$ cat src/hw/vic_pkg.sv
// Package with constants, register indices and types of the vectored interrupt controller.
package vic_pkg;
    localparam int NUM_LINES = 6;
    localparam int LINE_W = 3;
    localparam logic [5:0] RISE_EDGE_LINES = 6'h38;
    localparam int AXI_AW = 12;
    localparam int AXI_DW = 32;
    localparam int PMEM_AW = 12;
    localparam logic [7:0] IDX_PRIO = 8'hf9;
    localparam logic [7:0] IDX_REQ = 8'hfa;
    localparam logic [7:0] IDX_MASK = 8'hfb;
    localparam logic [7:0] IDX_CFG = 8'hf0;
    localparam logic [7:0] IDX_ISTAT = 8'he0;
    localparam logic [7:0] IDX_ICLR = 8'he1;
    localparam logic [7:0] IDX_IEN = 8'he2;
    localparam logic [7:0] IDX_SAVED = 8'he3;
    localparam int MASK_GLOBAL_BIT = 7;
    localparam int CFG_ANALOG_BIT = 0;
    localparam logic [7:0] MASK_RESET = 8'h00;
    localparam logic [7:0] PRIO_RESET = 8'h00;
    localparam logic [7:0] CFG_RESET = 8'h00;
    localparam logic [5:0] FLAGS_RESET = 6'h00;
    localparam int GRANT_TO_BRANCH = 4;
    localparam logic [1:0] RESP_OKAY = 2'h0;
    localparam logic [1:0] RESP_DECERR = 2'h3;

    typedef enum logic [1:0] {ST_IDLE, ST_FETCH_HI, ST_FETCH_LO, ST_FINISH} vic_state_e;

    // True when a byte address selects the word of the given register index.
    function automatic logic reg_hit(input logic [AXI_AW-1:0] addr, input logic [7:0] idx);
        return addr == {2'h0, idx, 2'h0};
    endfunction : reg_hit
endpackage : vic_pkg

$ cat src/hw/vic_req_if.sv
// Interface joining the controller core to its edge detector and priority encoder.
`timescale 1ns/10ps
interface vic_req_if;
    logic [5:0] level;
    logic [5:0] clear;
    logic [5:0] flags;
    logic [5:0] events;
    logic [5:0] enabled;
    logic [2:0] prio;
    logic win_valid;
    logic [2:0] win_line;
    modport detect (input level, clear, output flags, events);
    modport encode (input enabled, prio, output win_valid, win_line);
    modport ctrl (output level, clear, enabled, prio, input flags, events, win_valid, win_line);
endinterface : vic_req_if

$ cat src/hw/vic_edge_flags.sv
// Edge detectors and sticky request flags of the six request lines.
`timescale 1ns/10ps
module vic_edge_flags #(
    parameter int LINES = 6
) (
    input wire logic clk_sys_in,
    input wire logic rst_b_in,
    vic_req_if.detect req
);
    import vic_pkg::*;

    logic [LINES-1:0] prev_q;
    logic arm_q;
    logic [LINES-1:0] flag_q;
    logic [LINES-1:0] hit;

    // Lines in the rising set detect a rising edge, the others a falling edge.
    for (genvar g = 0; g < LINES; g++) begin : g_det
        assign hit[g] = arm_q & (RISE_EDGE_LINES[g] ? (req.level[g] & ~prev_q[g]) : (~req.level[g] & prev_q[g]));
    end

    always_ff @(posedge clk_sys_in) begin
        if (!rst_b_in) begin
            prev_q <= '0;
            arm_q <= 1'b0;
            flag_q <= FLAGS_RESET;
        end else begin
            prev_q <= req.level;
            arm_q <= 1'b1;
            flag_q <= hit | (flag_q & ~req.clear);
        end
    end

    assign req.flags = flag_q;
    assign req.events = hit;
endmodule : vic_edge_flags

$ cat src/hw/vic_prio_enc.sv
// Programmable rotating priority encoder over the enabled request lines.
`timescale 1ns/10ps
module vic_prio_enc #(
    parameter int LINES = 6
) (
    input wire logic clk_sys_in,
    input wire logic rst_b_in,
    vic_req_if.encode enc
);
    import vic_pkg::*;

    logic [3:0] pick_w;

    // The selected line is highest; priority falls cyclically from it.
    function automatic logic [3:0] pick(input logic [5:0] en, input logic [2:0] top);
        int idx;
        int start;
        logic [3:0] r;
        r = 4'h0;
        start = (int'(top) >= LINES) ? 0 : int'(top);
        for (int k = LINES - 1; k >= 0; k--) begin
            idx = (start + k) % LINES;
            if (en[idx]) begin
                r = {1'b1, idx[2:0]};
            end
        end
        return r;
    endfunction : pick

    assign pick_w = pick(enc.enabled, enc.prio);
    assign enc.win_valid = pick_w[3];
    assign enc.win_line = pick_w[2:0];
endmodule : vic_prio_enc

$ cat src/hw/vic_top.sv
// Top of the vectored interrupt controller with its AXI4-Lite register slave.
//
// Register access over AXI4-Lite is this design's own decision.
`timescale 1ns/10ps
module vic_top (
    input wire logic clk_sys_in,
    input wire logic rst_b_in,
    input wire logic [vic_pkg::AXI_AW-1:0] s_axi_awaddr_in,
    input wire logic s_axi_awvalid_in,
    output logic s_axi_awready_out,
    input wire logic [vic_pkg::AXI_DW-1:0] s_axi_wdata_in,
    input wire logic [3:0] s_axi_wstrb_in,
    input wire logic s_axi_wvalid_in,
    output logic s_axi_wready_out,
    output logic [1:0] s_axi_bresp_out,
    output logic s_axi_bvalid_out,
    input wire logic s_axi_bready_in,
    input wire logic [vic_pkg::AXI_AW-1:0] s_axi_araddr_in,
    input wire logic s_axi_arvalid_in,
    output logic s_axi_arready_out,
    output logic [vic_pkg::AXI_DW-1:0] s_axi_rdata_out,
    output logic [1:0] s_axi_rresp_out,
    output logic s_axi_rvalid_out,
    input wire logic s_axi_rready_in,
    input wire logic input_pin_one_in,
    input wire logic input_pin_two_in,
    input wire logic input_pin_three_in,
    input wire logic comparator_out_a_in,
    input wire logic comparator_out_b_in,
    input wire logic timer_zero_count_end_in,
    input wire logic timer_zero_prescale_end_in,
    input wire logic timer_one_count_end_in,
    input wire logic timer_one_prescale_end_in,
    input wire logic core_int_ack_in,
    input wire logic [15:0] core_pc_in,
    input wire logic [7:0] core_flags_in,
    input wire logic [7:0] pmem_data_in,
    output logic core_int_req_out,
    output logic [vic_pkg::PMEM_AW-1:0] pmem_addr_out,
    output logic pmem_rd_out,
    output logic save_out,
    output logic [15:0] saved_pc_out,
    output logic [7:0] saved_flags_out,
    output logic branch_out,
    output logic [15:0] handler_addr_out,
    output logic irq_out
);
    import vic_pkg::*;

    vic_req_if req ();

    vic_state_e state_q;
    logic [7:0] mask_q;
    logic [7:0] prio_q;
    logic [7:0] cfg_q;
    logic [5:0] istat_q;
    logic [5:0] ien_q;
    logic [2:0] line_q;
    logic [7:0] vec_hi_q;
    logic int_req_q;
    logic [PMEM_AW-1:0] pmem_addr_q;
    logic pmem_rd_q;
    logic save_q;
    logic [15:0] saved_pc_q;
    logic [7:0] saved_flags_q;
    logic branch_q;
    logic [15:0] handler_q;
    logic irq_q;
    logic aw_got_q, w_got_q, awready_q, wready_q, bvalid_q, arready_q, rvalid_q;
    logic [AXI_AW-1:0] awaddr_q;
    logic [7:0] wdata_q;
    logic wlane_q;
    logic [1:0] bresp_q, rresp_q;
    logic [AXI_DW-1:0] rdata_q;

    wire logic analog = cfg_q[CFG_ANALOG_BIT];
    wire logic take = (state_q == ST_IDLE) && int_req_q && core_int_ack_in && req.win_valid;
    wire logic [5:0] grant_clr = take ? (6'h01 << req.win_line) : 6'h00;
    wire logic aw_take = s_axi_awvalid_in && awready_q;
    wire logic w_take = s_axi_wvalid_in && wready_q;
    wire logic do_write = aw_got_q && w_got_q;
    wire logic aw_got_d = do_write ? 1'b0 : (aw_got_q || aw_take);
    wire logic w_got_d = do_write ? 1'b0 : (w_got_q || w_take);
    wire logic bvalid_d = do_write || (bvalid_q && !s_axi_bready_in);
    wire logic ar_take = s_axi_arvalid_in && arready_q;
    wire logic rvalid_d = ar_take || (rvalid_q && !s_axi_rready_in);
    wire logic wr_en = do_write && wlane_q;
    wire logic wr_prio = wr_en && reg_hit(awaddr_q, IDX_PRIO);
    wire logic wr_mask = wr_en && reg_hit(awaddr_q, IDX_MASK);
    wire logic wr_cfg = wr_en && reg_hit(awaddr_q, IDX_CFG);
    wire logic wr_iclr = wr_en && reg_hit(awaddr_q, IDX_ICLR);
    wire logic wr_ien = wr_en && reg_hit(awaddr_q, IDX_IEN);
    wire logic w_mapped = reg_hit(awaddr_q, IDX_PRIO) || reg_hit(awaddr_q, IDX_MASK) || reg_hit(awaddr_q, IDX_CFG)
        || reg_hit(awaddr_q, IDX_ICLR) || reg_hit(awaddr_q, IDX_IEN) || reg_hit(awaddr_q, IDX_REQ)
        || reg_hit(awaddr_q, IDX_ISTAT) || reg_hit(awaddr_q, IDX_SAVED);
    wire logic r_mapped = reg_hit(s_axi_araddr_in, IDX_PRIO) || reg_hit(s_axi_araddr_in, IDX_MASK)
        || reg_hit(s_axi_araddr_in, IDX_CFG) || reg_hit(s_axi_araddr_in, IDX_ICLR)
        || reg_hit(s_axi_araddr_in, IDX_IEN) || reg_hit(s_axi_araddr_in, IDX_REQ)
        || reg_hit(s_axi_araddr_in, IDX_ISTAT) || reg_hit(s_axi_araddr_in, IDX_SAVED);
    wire logic [AXI_DW-1:0] rd_word =
        reg_hit(s_axi_araddr_in, IDX_REQ) ? {26'h0, req.flags} :
        reg_hit(s_axi_araddr_in, IDX_MASK) ? {24'h0, mask_q} :
        reg_hit(s_axi_araddr_in, IDX_CFG) ? {24'h0, cfg_q} :
        reg_hit(s_axi_araddr_in, IDX_ISTAT) ? {26'h0, istat_q} :
        reg_hit(s_axi_araddr_in, IDX_IEN) ? {26'h0, ien_q} :
        reg_hit(s_axi_araddr_in, IDX_SAVED) ? {8'h0, saved_flags_q, saved_pc_q} : 32'h0;
    wire logic [5:0] istat_d = req.events | (istat_q & ~(wr_iclr ? wdata_q[5:0] : 6'h00));

    // Line sources; in analog mode the reference pin feeds the comparators and raises nothing.
    assign req.level[0] = analog ? comparator_out_b_in : input_pin_two_in;
    assign req.level[1] = analog ? 1'b1 : input_pin_three_in;
    assign req.level[2] = analog ? comparator_out_a_in : input_pin_one_in;
    assign req.level[3] = analog ? comparator_out_b_in : input_pin_two_in;
    assign req.level[4] = timer_zero_count_end_in & timer_zero_prescale_end_in;
    assign req.level[5] = timer_one_count_end_in & timer_one_prescale_end_in;
    assign req.clear = grant_clr;
    assign req.enabled = req.flags & mask_q[5:0] & {6{mask_q[MASK_GLOBAL_BIT]}};
    assign req.prio = prio_q[2:0];

    vic_edge_flags #(.LINES(NUM_LINES)) vic_edge_flags_inst (
        .clk_sys_in(clk_sys_in),
        .rst_b_in(rst_b_in),
        .req(req.detect)
    );

    vic_prio_enc #(.LINES(NUM_LINES)) vic_prio_enc_inst (
        .clk_sys_in(clk_sys_in),
        .rst_b_in(rst_b_in),
        .enc(req.encode)
    );

    always_ff @(posedge clk_sys_in) begin
        if (!rst_b_in) begin
            mask_q <= MASK_RESET;
            prio_q <= PRIO_RESET;
            cfg_q <= CFG_RESET;
            ien_q <= 6'h00;
            istat_q <= 6'h00;
            irq_q <= 1'b0;
        end else begin
            if (take) begin
                mask_q <= {1'b0, (wr_mask ? wdata_q[6:0] : mask_q[6:0])};
            end else if (wr_mask) begin
                mask_q <= wdata_q;
            end
            if (wr_prio) begin
                prio_q <= wdata_q;
            end
            if (wr_cfg) begin
                cfg_q <= wdata_q;
            end
            if (wr_ien) begin
                ien_q <= wdata_q[5:0];
            end
            istat_q <= istat_d;
            irq_q <= |(istat_d & ien_q);
        end
    end

    always_ff @(posedge clk_sys_in) begin
        if (!rst_b_in) begin
            state_q <= ST_IDLE;
            int_req_q <= 1'b0;
            line_q <= 3'h0;
            vec_hi_q <= 8'h00;
            pmem_addr_q <= '0;
            pmem_rd_q <= 1'b0;
            save_q <= 1'b0;
            saved_pc_q <= 16'h0000;
            saved_flags_q <= 8'h00;
            branch_q <= 1'b0;
            handler_q <= 16'h0000;
        end else begin
            save_q <= take;
            branch_q <= 1'b0;
            int_req_q <= (state_q == ST_IDLE) && !take && req.win_valid;
            case (state_q)
                ST_IDLE: begin
                    if (take) begin
                        line_q <= req.win_line;
                        saved_pc_q <= core_pc_in;
                        saved_flags_q <= core_flags_in;
                        pmem_addr_q <= {8'h00, req.win_line, 1'b0};
                        pmem_rd_q <= 1'b1;
                        state_q <= ST_FETCH_HI;
                    end
                end
                ST_FETCH_HI: begin
                    pmem_addr_q <= {8'h00, line_q, 1'b1};
                    state_q <= ST_FETCH_LO;
                end
                ST_FETCH_LO: begin
                    vec_hi_q <= pmem_data_in;
                    pmem_rd_q <= 1'b0;
                    state_q <= ST_FINISH;
                end
                ST_FINISH: begin
                    handler_q <= {vec_hi_q, pmem_data_in};
                    branch_q <= 1'b1;
                    state_q <= ST_IDLE;
                end
                default: begin
                    state_q <= ST_IDLE;
                end
            endcase
        end
    end

    always_ff @(posedge clk_sys_in) begin
        if (!rst_b_in) begin
            aw_got_q <= 1'b0;
            w_got_q <= 1'b0;
            awready_q <= 1'b0;
            wready_q <= 1'b0;
            bvalid_q <= 1'b0;
            bresp_q <= RESP_OKAY;
            awaddr_q <= '0;
            wdata_q <= 8'h00;
            wlane_q <= 1'b0;
            arready_q <= 1'b0;
            rvalid_q <= 1'b0;
            rresp_q <= RESP_OKAY;
            rdata_q <= '0;
        end else begin
            aw_got_q <= aw_got_d;
            w_got_q <= w_got_d;
            awready_q <= !aw_got_d && !bvalid_d;
            wready_q <= !w_got_d && !bvalid_d;
            bvalid_q <= bvalid_d;
            arready_q <= !rvalid_d;
            rvalid_q <= rvalid_d;
            if (aw_take) begin
                awaddr_q <= s_axi_awaddr_in;
            end
            if (w_take) begin
                wdata_q <= s_axi_wdata_in[7:0];
                wlane_q <= s_axi_wstrb_in[0];
            end
            if (do_write) begin
                bresp_q <= w_mapped ? RESP_OKAY : RESP_DECERR;
            end
            if (ar_take) begin
                rdata_q <= rd_word;
                rresp_q <= r_mapped ? RESP_OKAY : RESP_DECERR;
            end
        end
    end

    assign s_axi_awready_out = awready_q;
    assign s_axi_wready_out = wready_q;
    assign s_axi_bvalid_out = bvalid_q;
    assign s_axi_bresp_out = bresp_q;
    assign s_axi_arready_out = arready_q;
    assign s_axi_rvalid_out = rvalid_q;
    assign s_axi_rresp_out = rresp_q;
    assign s_axi_rdata_out = rdata_q;
    assign core_int_req_out = int_req_q;
    assign pmem_addr_out = pmem_addr_q;
    assign pmem_rd_out = pmem_rd_q;
    assign save_out = save_q;
    assign saved_pc_out = saved_pc_q;
    assign saved_flags_out = saved_flags_q;
    assign branch_out = branch_q;
    assign handler_addr_out = handler_q;
    assign irq_out = irq_q;
endmodule : vic_top

$ cat config.mk
export PLATFORM = sky130hd
export DESIGN_NAME = vic_top
export DESIGN_NICKNAME = d
export VERILOG_FILES = /design/src/hw/vic_pkg.sv /design/src/hw/vic_req_if.sv /design/src/hw/vic_edge_flags.sv /design/src/hw/vic_prio_enc.sv /design/src/hw/vic_top.sv
export SDC_FILE = /design/constraint.sdc
export NUM_CORES = 1
export LEC_CHECK = 0
export BUFFER_PORTS_ARGS = -buffer_cell sky130_fd_sc_hd__buf_4
export CAP_MARGIN = 20
export CORE_MARGIN = 4
export CORE_UTILIZATION = 58
export CTS_CLUSTER_DIAMETER = 40
export DETAILED_ROUTE_END_ITERATION = 6
export GPL_TIMING_DRIVEN = 1
export HOLD_SLACK_MARGIN = 0.05
export PLACE_DENSITY = 0.93
export SYNTH_ARGS = -nofsm -noshare
export SYNTH_HDL_FRONTEND = slang
export SYNTH_HIERARCHICAL = 1
export SYNTH_SLANG_ARGS = --single-unit
$ cat constraint.sdc
create_clock -name clk_sys_in -period 7.7 [get_ports clk_sys_in]
set_input_delay 0 -clock clk_sys_in [delete_from_list [all_inputs] [get_ports clk_sys_in]]
set_output_delay 0 -clock clk_sys_in [all_outputs]
set_load 0.01 [all_outputs]
==> flow_summary_export.csv <==
group,metric,value,unit
critical_path,cp_num_cells,18,
critical_path,cpPeakStageDelay,770,ps
clocking,h-tree-depth,4,
routing,ant_nets,0,
routing,remaining_drc_errors,0,
routing,wire_per_inst,22.6,microns
timing,skew,12.4,ps
timing,period_share,73.3,%
critical_path,cp_max_fo,27,
grt,antenna_found_initial,0,
logic_synthesis,synthTopCellsByCount,"dfxtp_1 (160), nand2_1 (132), nor2b_1 (77)",
timing,slew_headroom,25.0,%
logic_synthesis,synth_cell_type_count,75,
critical_path,path_delay_family,"simple AND/OR/NAND/NOR gates",
clocking,cts_resized,0,
logic_synthesis,yosysWarnings,6,
grt,grt_pass1_wl,45000,microns
floorplanning,die_width,125,microns
logic_synthesis,synth_edf_count,0,
clocking,clockBufferDepth,2,
run,maxCapViolCount,0,
finish,drive_gt1_share,21.8,%
critical_path,critPathCaptureType,"flop",
timing,tightest_slew,1120,ps
status,status,"finished clean",
hold_path,min_path_type,"primary input to flop",
critical_path,worst-setup-path-type,"flop to flop",
clocking,cts_root_buf,"clkbuf_16",
critical_path,r2r_setup_slack,2060,ps
hold_path,holdPathStages,3,
finish,area.growth.synth_to_final,31.9,%
critical_path,slowest_stage,"dfxtp_1",
floorplanning,fp.coreArea,13300,sq um
timing,drv_slew,0,
critical_path,crit_buf_inv,3,
critical_path,worstSetupEndpoint,"vic_edge_flags_inst/req.flags[1]",
power,leakagePower,4.24,nW
power,finalPower,0.00188,W
routing,via_per_inst,6.52,
clocking,worst_skew_pair.late_latency,440,ps
critical_path,r2r-start,"prio_q[1]",
critical_path,r2r_end,"vic_edge_flags_inst/req.flags[1]",
logic_synthesis,ys_async_sr_fraction,0,%
critical_path,critPathLaunchType,"flop",
timing,tns,0,ps
power,peakVddDrop,0.000148,V
grt,grt_start_max_net_pins,111,
placement,gp_congestion,0.881,
routing,drtIter0Drc,1117,
floorplanning,rows,42,
power,power.density,179,nW/um^2
critical_path,worstPathRequired,8020,ps
logic_synthesis,ys_ff_latch,160,
timing,hold_violations,0,
logic_synthesis,yosys.area.top_type_share,40.1,%
routing,wirelength,29200,microns
timing,setup_violations,0,
critical_path,worstRegToRegCells,18,
floorplanning,die-area,15700,sq um
clocking,clock_sinks,160,
timing,fmax,177,MHz
floorplanning,io_pins,207,
routing,firstDrtPassIters,7,
grt,grt_usage,35.7,%
logic_synthesis,syn_area,7980,sq um
timing,period_needed,5640,ps
routing,via_count,8422,
finish,nFillCells,673,
finish,final_area,10500,sq um
floorplanning,dieHeight,125,microns
placement,post_dp_cell_area,9160,sq um
logic_synthesis,synth_largest_area_cell,"dfxtp_1",
logic_synthesis,netlist_instances,895,
clocking,cts_tree,"built",
placement,hpwl,14700,microns
logic_synthesis,yosysMostFrequentCell,"dfxtp_1",
grt,grt_overflow,0,
critical_path,crit_chain,"nand2b_1, inv_1, ha_1, nor3b_2, or2_2, inv_1, ha_1, nand3b_1, a311oi_1, a31oi_1, nor3b_1, a21oi_1, nand4_1, nand4_1, buf_4, nor4b_1, nor2b_1, o21a_1",
critical_path,crit_start,"prio_q[1]",
clocking,clk_pin_slew,60,ps
logic_synthesis,ys_seq_area_share,40.1,%
grt,grt_pass1_vias,8539,
critical_path,arrival,5960,ps
clocking,cts_made_buffers,17,
finish,nNetsFinal,1224,
logic_synthesis,synth_flop_cell,"dfxtp_1",
logic_synthesis,synth_area_per_cell,8.92,sq um
timing,rsz0062_at_grt,"no",
placement,io_buffers,163,
floorplanning,start_util,59.8,%
logic_synthesis,yosys-top-cells-area,"dfxtp_1 (40%), mux2i_1 (7.6%), nand2_1 (6.2%), nor2b_1 (6.0%), a21boi_0 (5.3%)",
finish,insertedDiodeCount,0,
## cell usage in the layout, fill, tap and decap left out, drive strengths merged, types with 18 or more instances in the layout
cell type	Yosys	routed
nor2b	77	77
a21oi	25	25
buf	31	168
mux2	21	21
inv	15	20
o21ai	23	23
dfxtp	160	160
nor2	27	27
clkbuf	41	18
a22oi	23	23
a21boi	56	56
and2	18	18
nand2	133	133
mux2i	61	61
dlygate4sd3	0	78
## worst reg2reg max path: stages (launching register included)
cell and delay [ps]:
dfxtp_1 770, nand2b_1 370, inv_1 340, ha_1 450
nor3b_2 100, or2_2 290, inv_1 70, ha_1 250
nand3b_1 190, a311oi_1 290, a31oi_1 140, nor3b_1 390
a21oi_1 130, nand4_1 160, nand4_1 470, buf_4 450
nor4b_1 380, nor2b_1 110, o21a_1 180
## final cells by class
class	count	area [sq um]	area share, %
Sequential cell	160	3200	30.4
Clock inverter	14	156	1.48
Inverter	16	60.1	0.570
Clock buffer	18	429	4.07
Tap cell	176	220	2.09
Multi-Input combinational cell	662	4420	42.0
Timing Repair Buffer	246	2040	19.4
## worst min-delay path by stage
stage / startpoint / endpoint / slack [ps]
finish: s_axi_wvalid_in / s_axi_wready_out / 150
global route: s_axi_wvalid_in / s_axi_wready_out / 170
CTS: s_axi_wvalid_in / s_axi_wready_out / 100
detailed placement: s_axi_awaddr_in[0] / awaddr_q[0] / 270
global placement: s_axi_awaddr_in[7] / awaddr_q[7] / 260
floorplan: rst_b_in / vic_edge_flags_inst/arm_q / 30
## metrics by stage
| stage | util, % | hold WS (ps) | setup WS [ps] | std cells |
|---|---|---|---|---|
| after floorplan | - | 27.7 | 3500 | 910 |
| after global placement | 68.6 | 262 | 2400 | 1182 |
| after detailed placement | 68.6 | 269 | 2270 | 1182 |
| after CTS | 78.9 | 99.7 | 2210 | 1292 |
| after global routing | 78.9 | 174 | 1500 | 1292 |
| final | 78.9 | 155 | 2060 | 1292 |
## registers in the layout, indices dropped and copies added (netlist names), 2 cells and up
| name | cells |
|---|---|
| mask_q | 8 |
| ien_q | 6 |
| pmem_addr_out | 4 |
| istat_q | 6 |
| saved_flags_out | 8 |
| state_q | 2 |
| cfg_q | 8 |
| wdata_q | 8 |
| prio_q | 3 |
| handler_addr_out | 16 |
| line_q | 3 |
| awaddr_q | 12 |
| vec_hi_q | 8 |
| saved_pc_out | 16 |
| vic_edge_flags_inst/prev_q | 6 |
| vic_edge_flags_inst/req.flags | 6 |
| s_axi_rdata_out | 24 |
## cells by family after synthesis
group / synth area share [%]
buf+inv: 5.31
mux: 10.9
xor+xnor: 0.439
fa+ha+maj: 1.88
flops: 40.1
other cells: 0.0470
simple gates: 24.8
compound gates: 16.5
## layer usage
layer / global-route usage, % / wire, microns / up-vias
met2: 59.4 / 13700 / 735
met3: 9.68 / 2910 / 268
met4: 26.8 / 2490 / 0
met1: 38.8 / 10100 / 3875
met5: 0 / 0 / -
li1: - / - / 3544
## report_power, final
| part | total (W) | internal [W] | leakage [nW] | switching [W] |
|---|---|---|---|---|
| Combinational | 0.000163 | 0.0000877 | 2.66 | 0.0000757 |
| Sequential | 0.000863 | 0.000843 | 1.30 | 0.0000197 |
| Clock | 0.000858 | 0.000483 | 0.280 | 0.000374 |
| Total | 0.00188 | 0.00141 | 4.24 | 0.000470 |
## repair_timing
item,4_1_cts,5_1_grt
endpoints found under the hold margin,85,0
setup buffers,0,0
hold buffers,78,0
No activity file was read; power rests on OpenSTA's default activity.
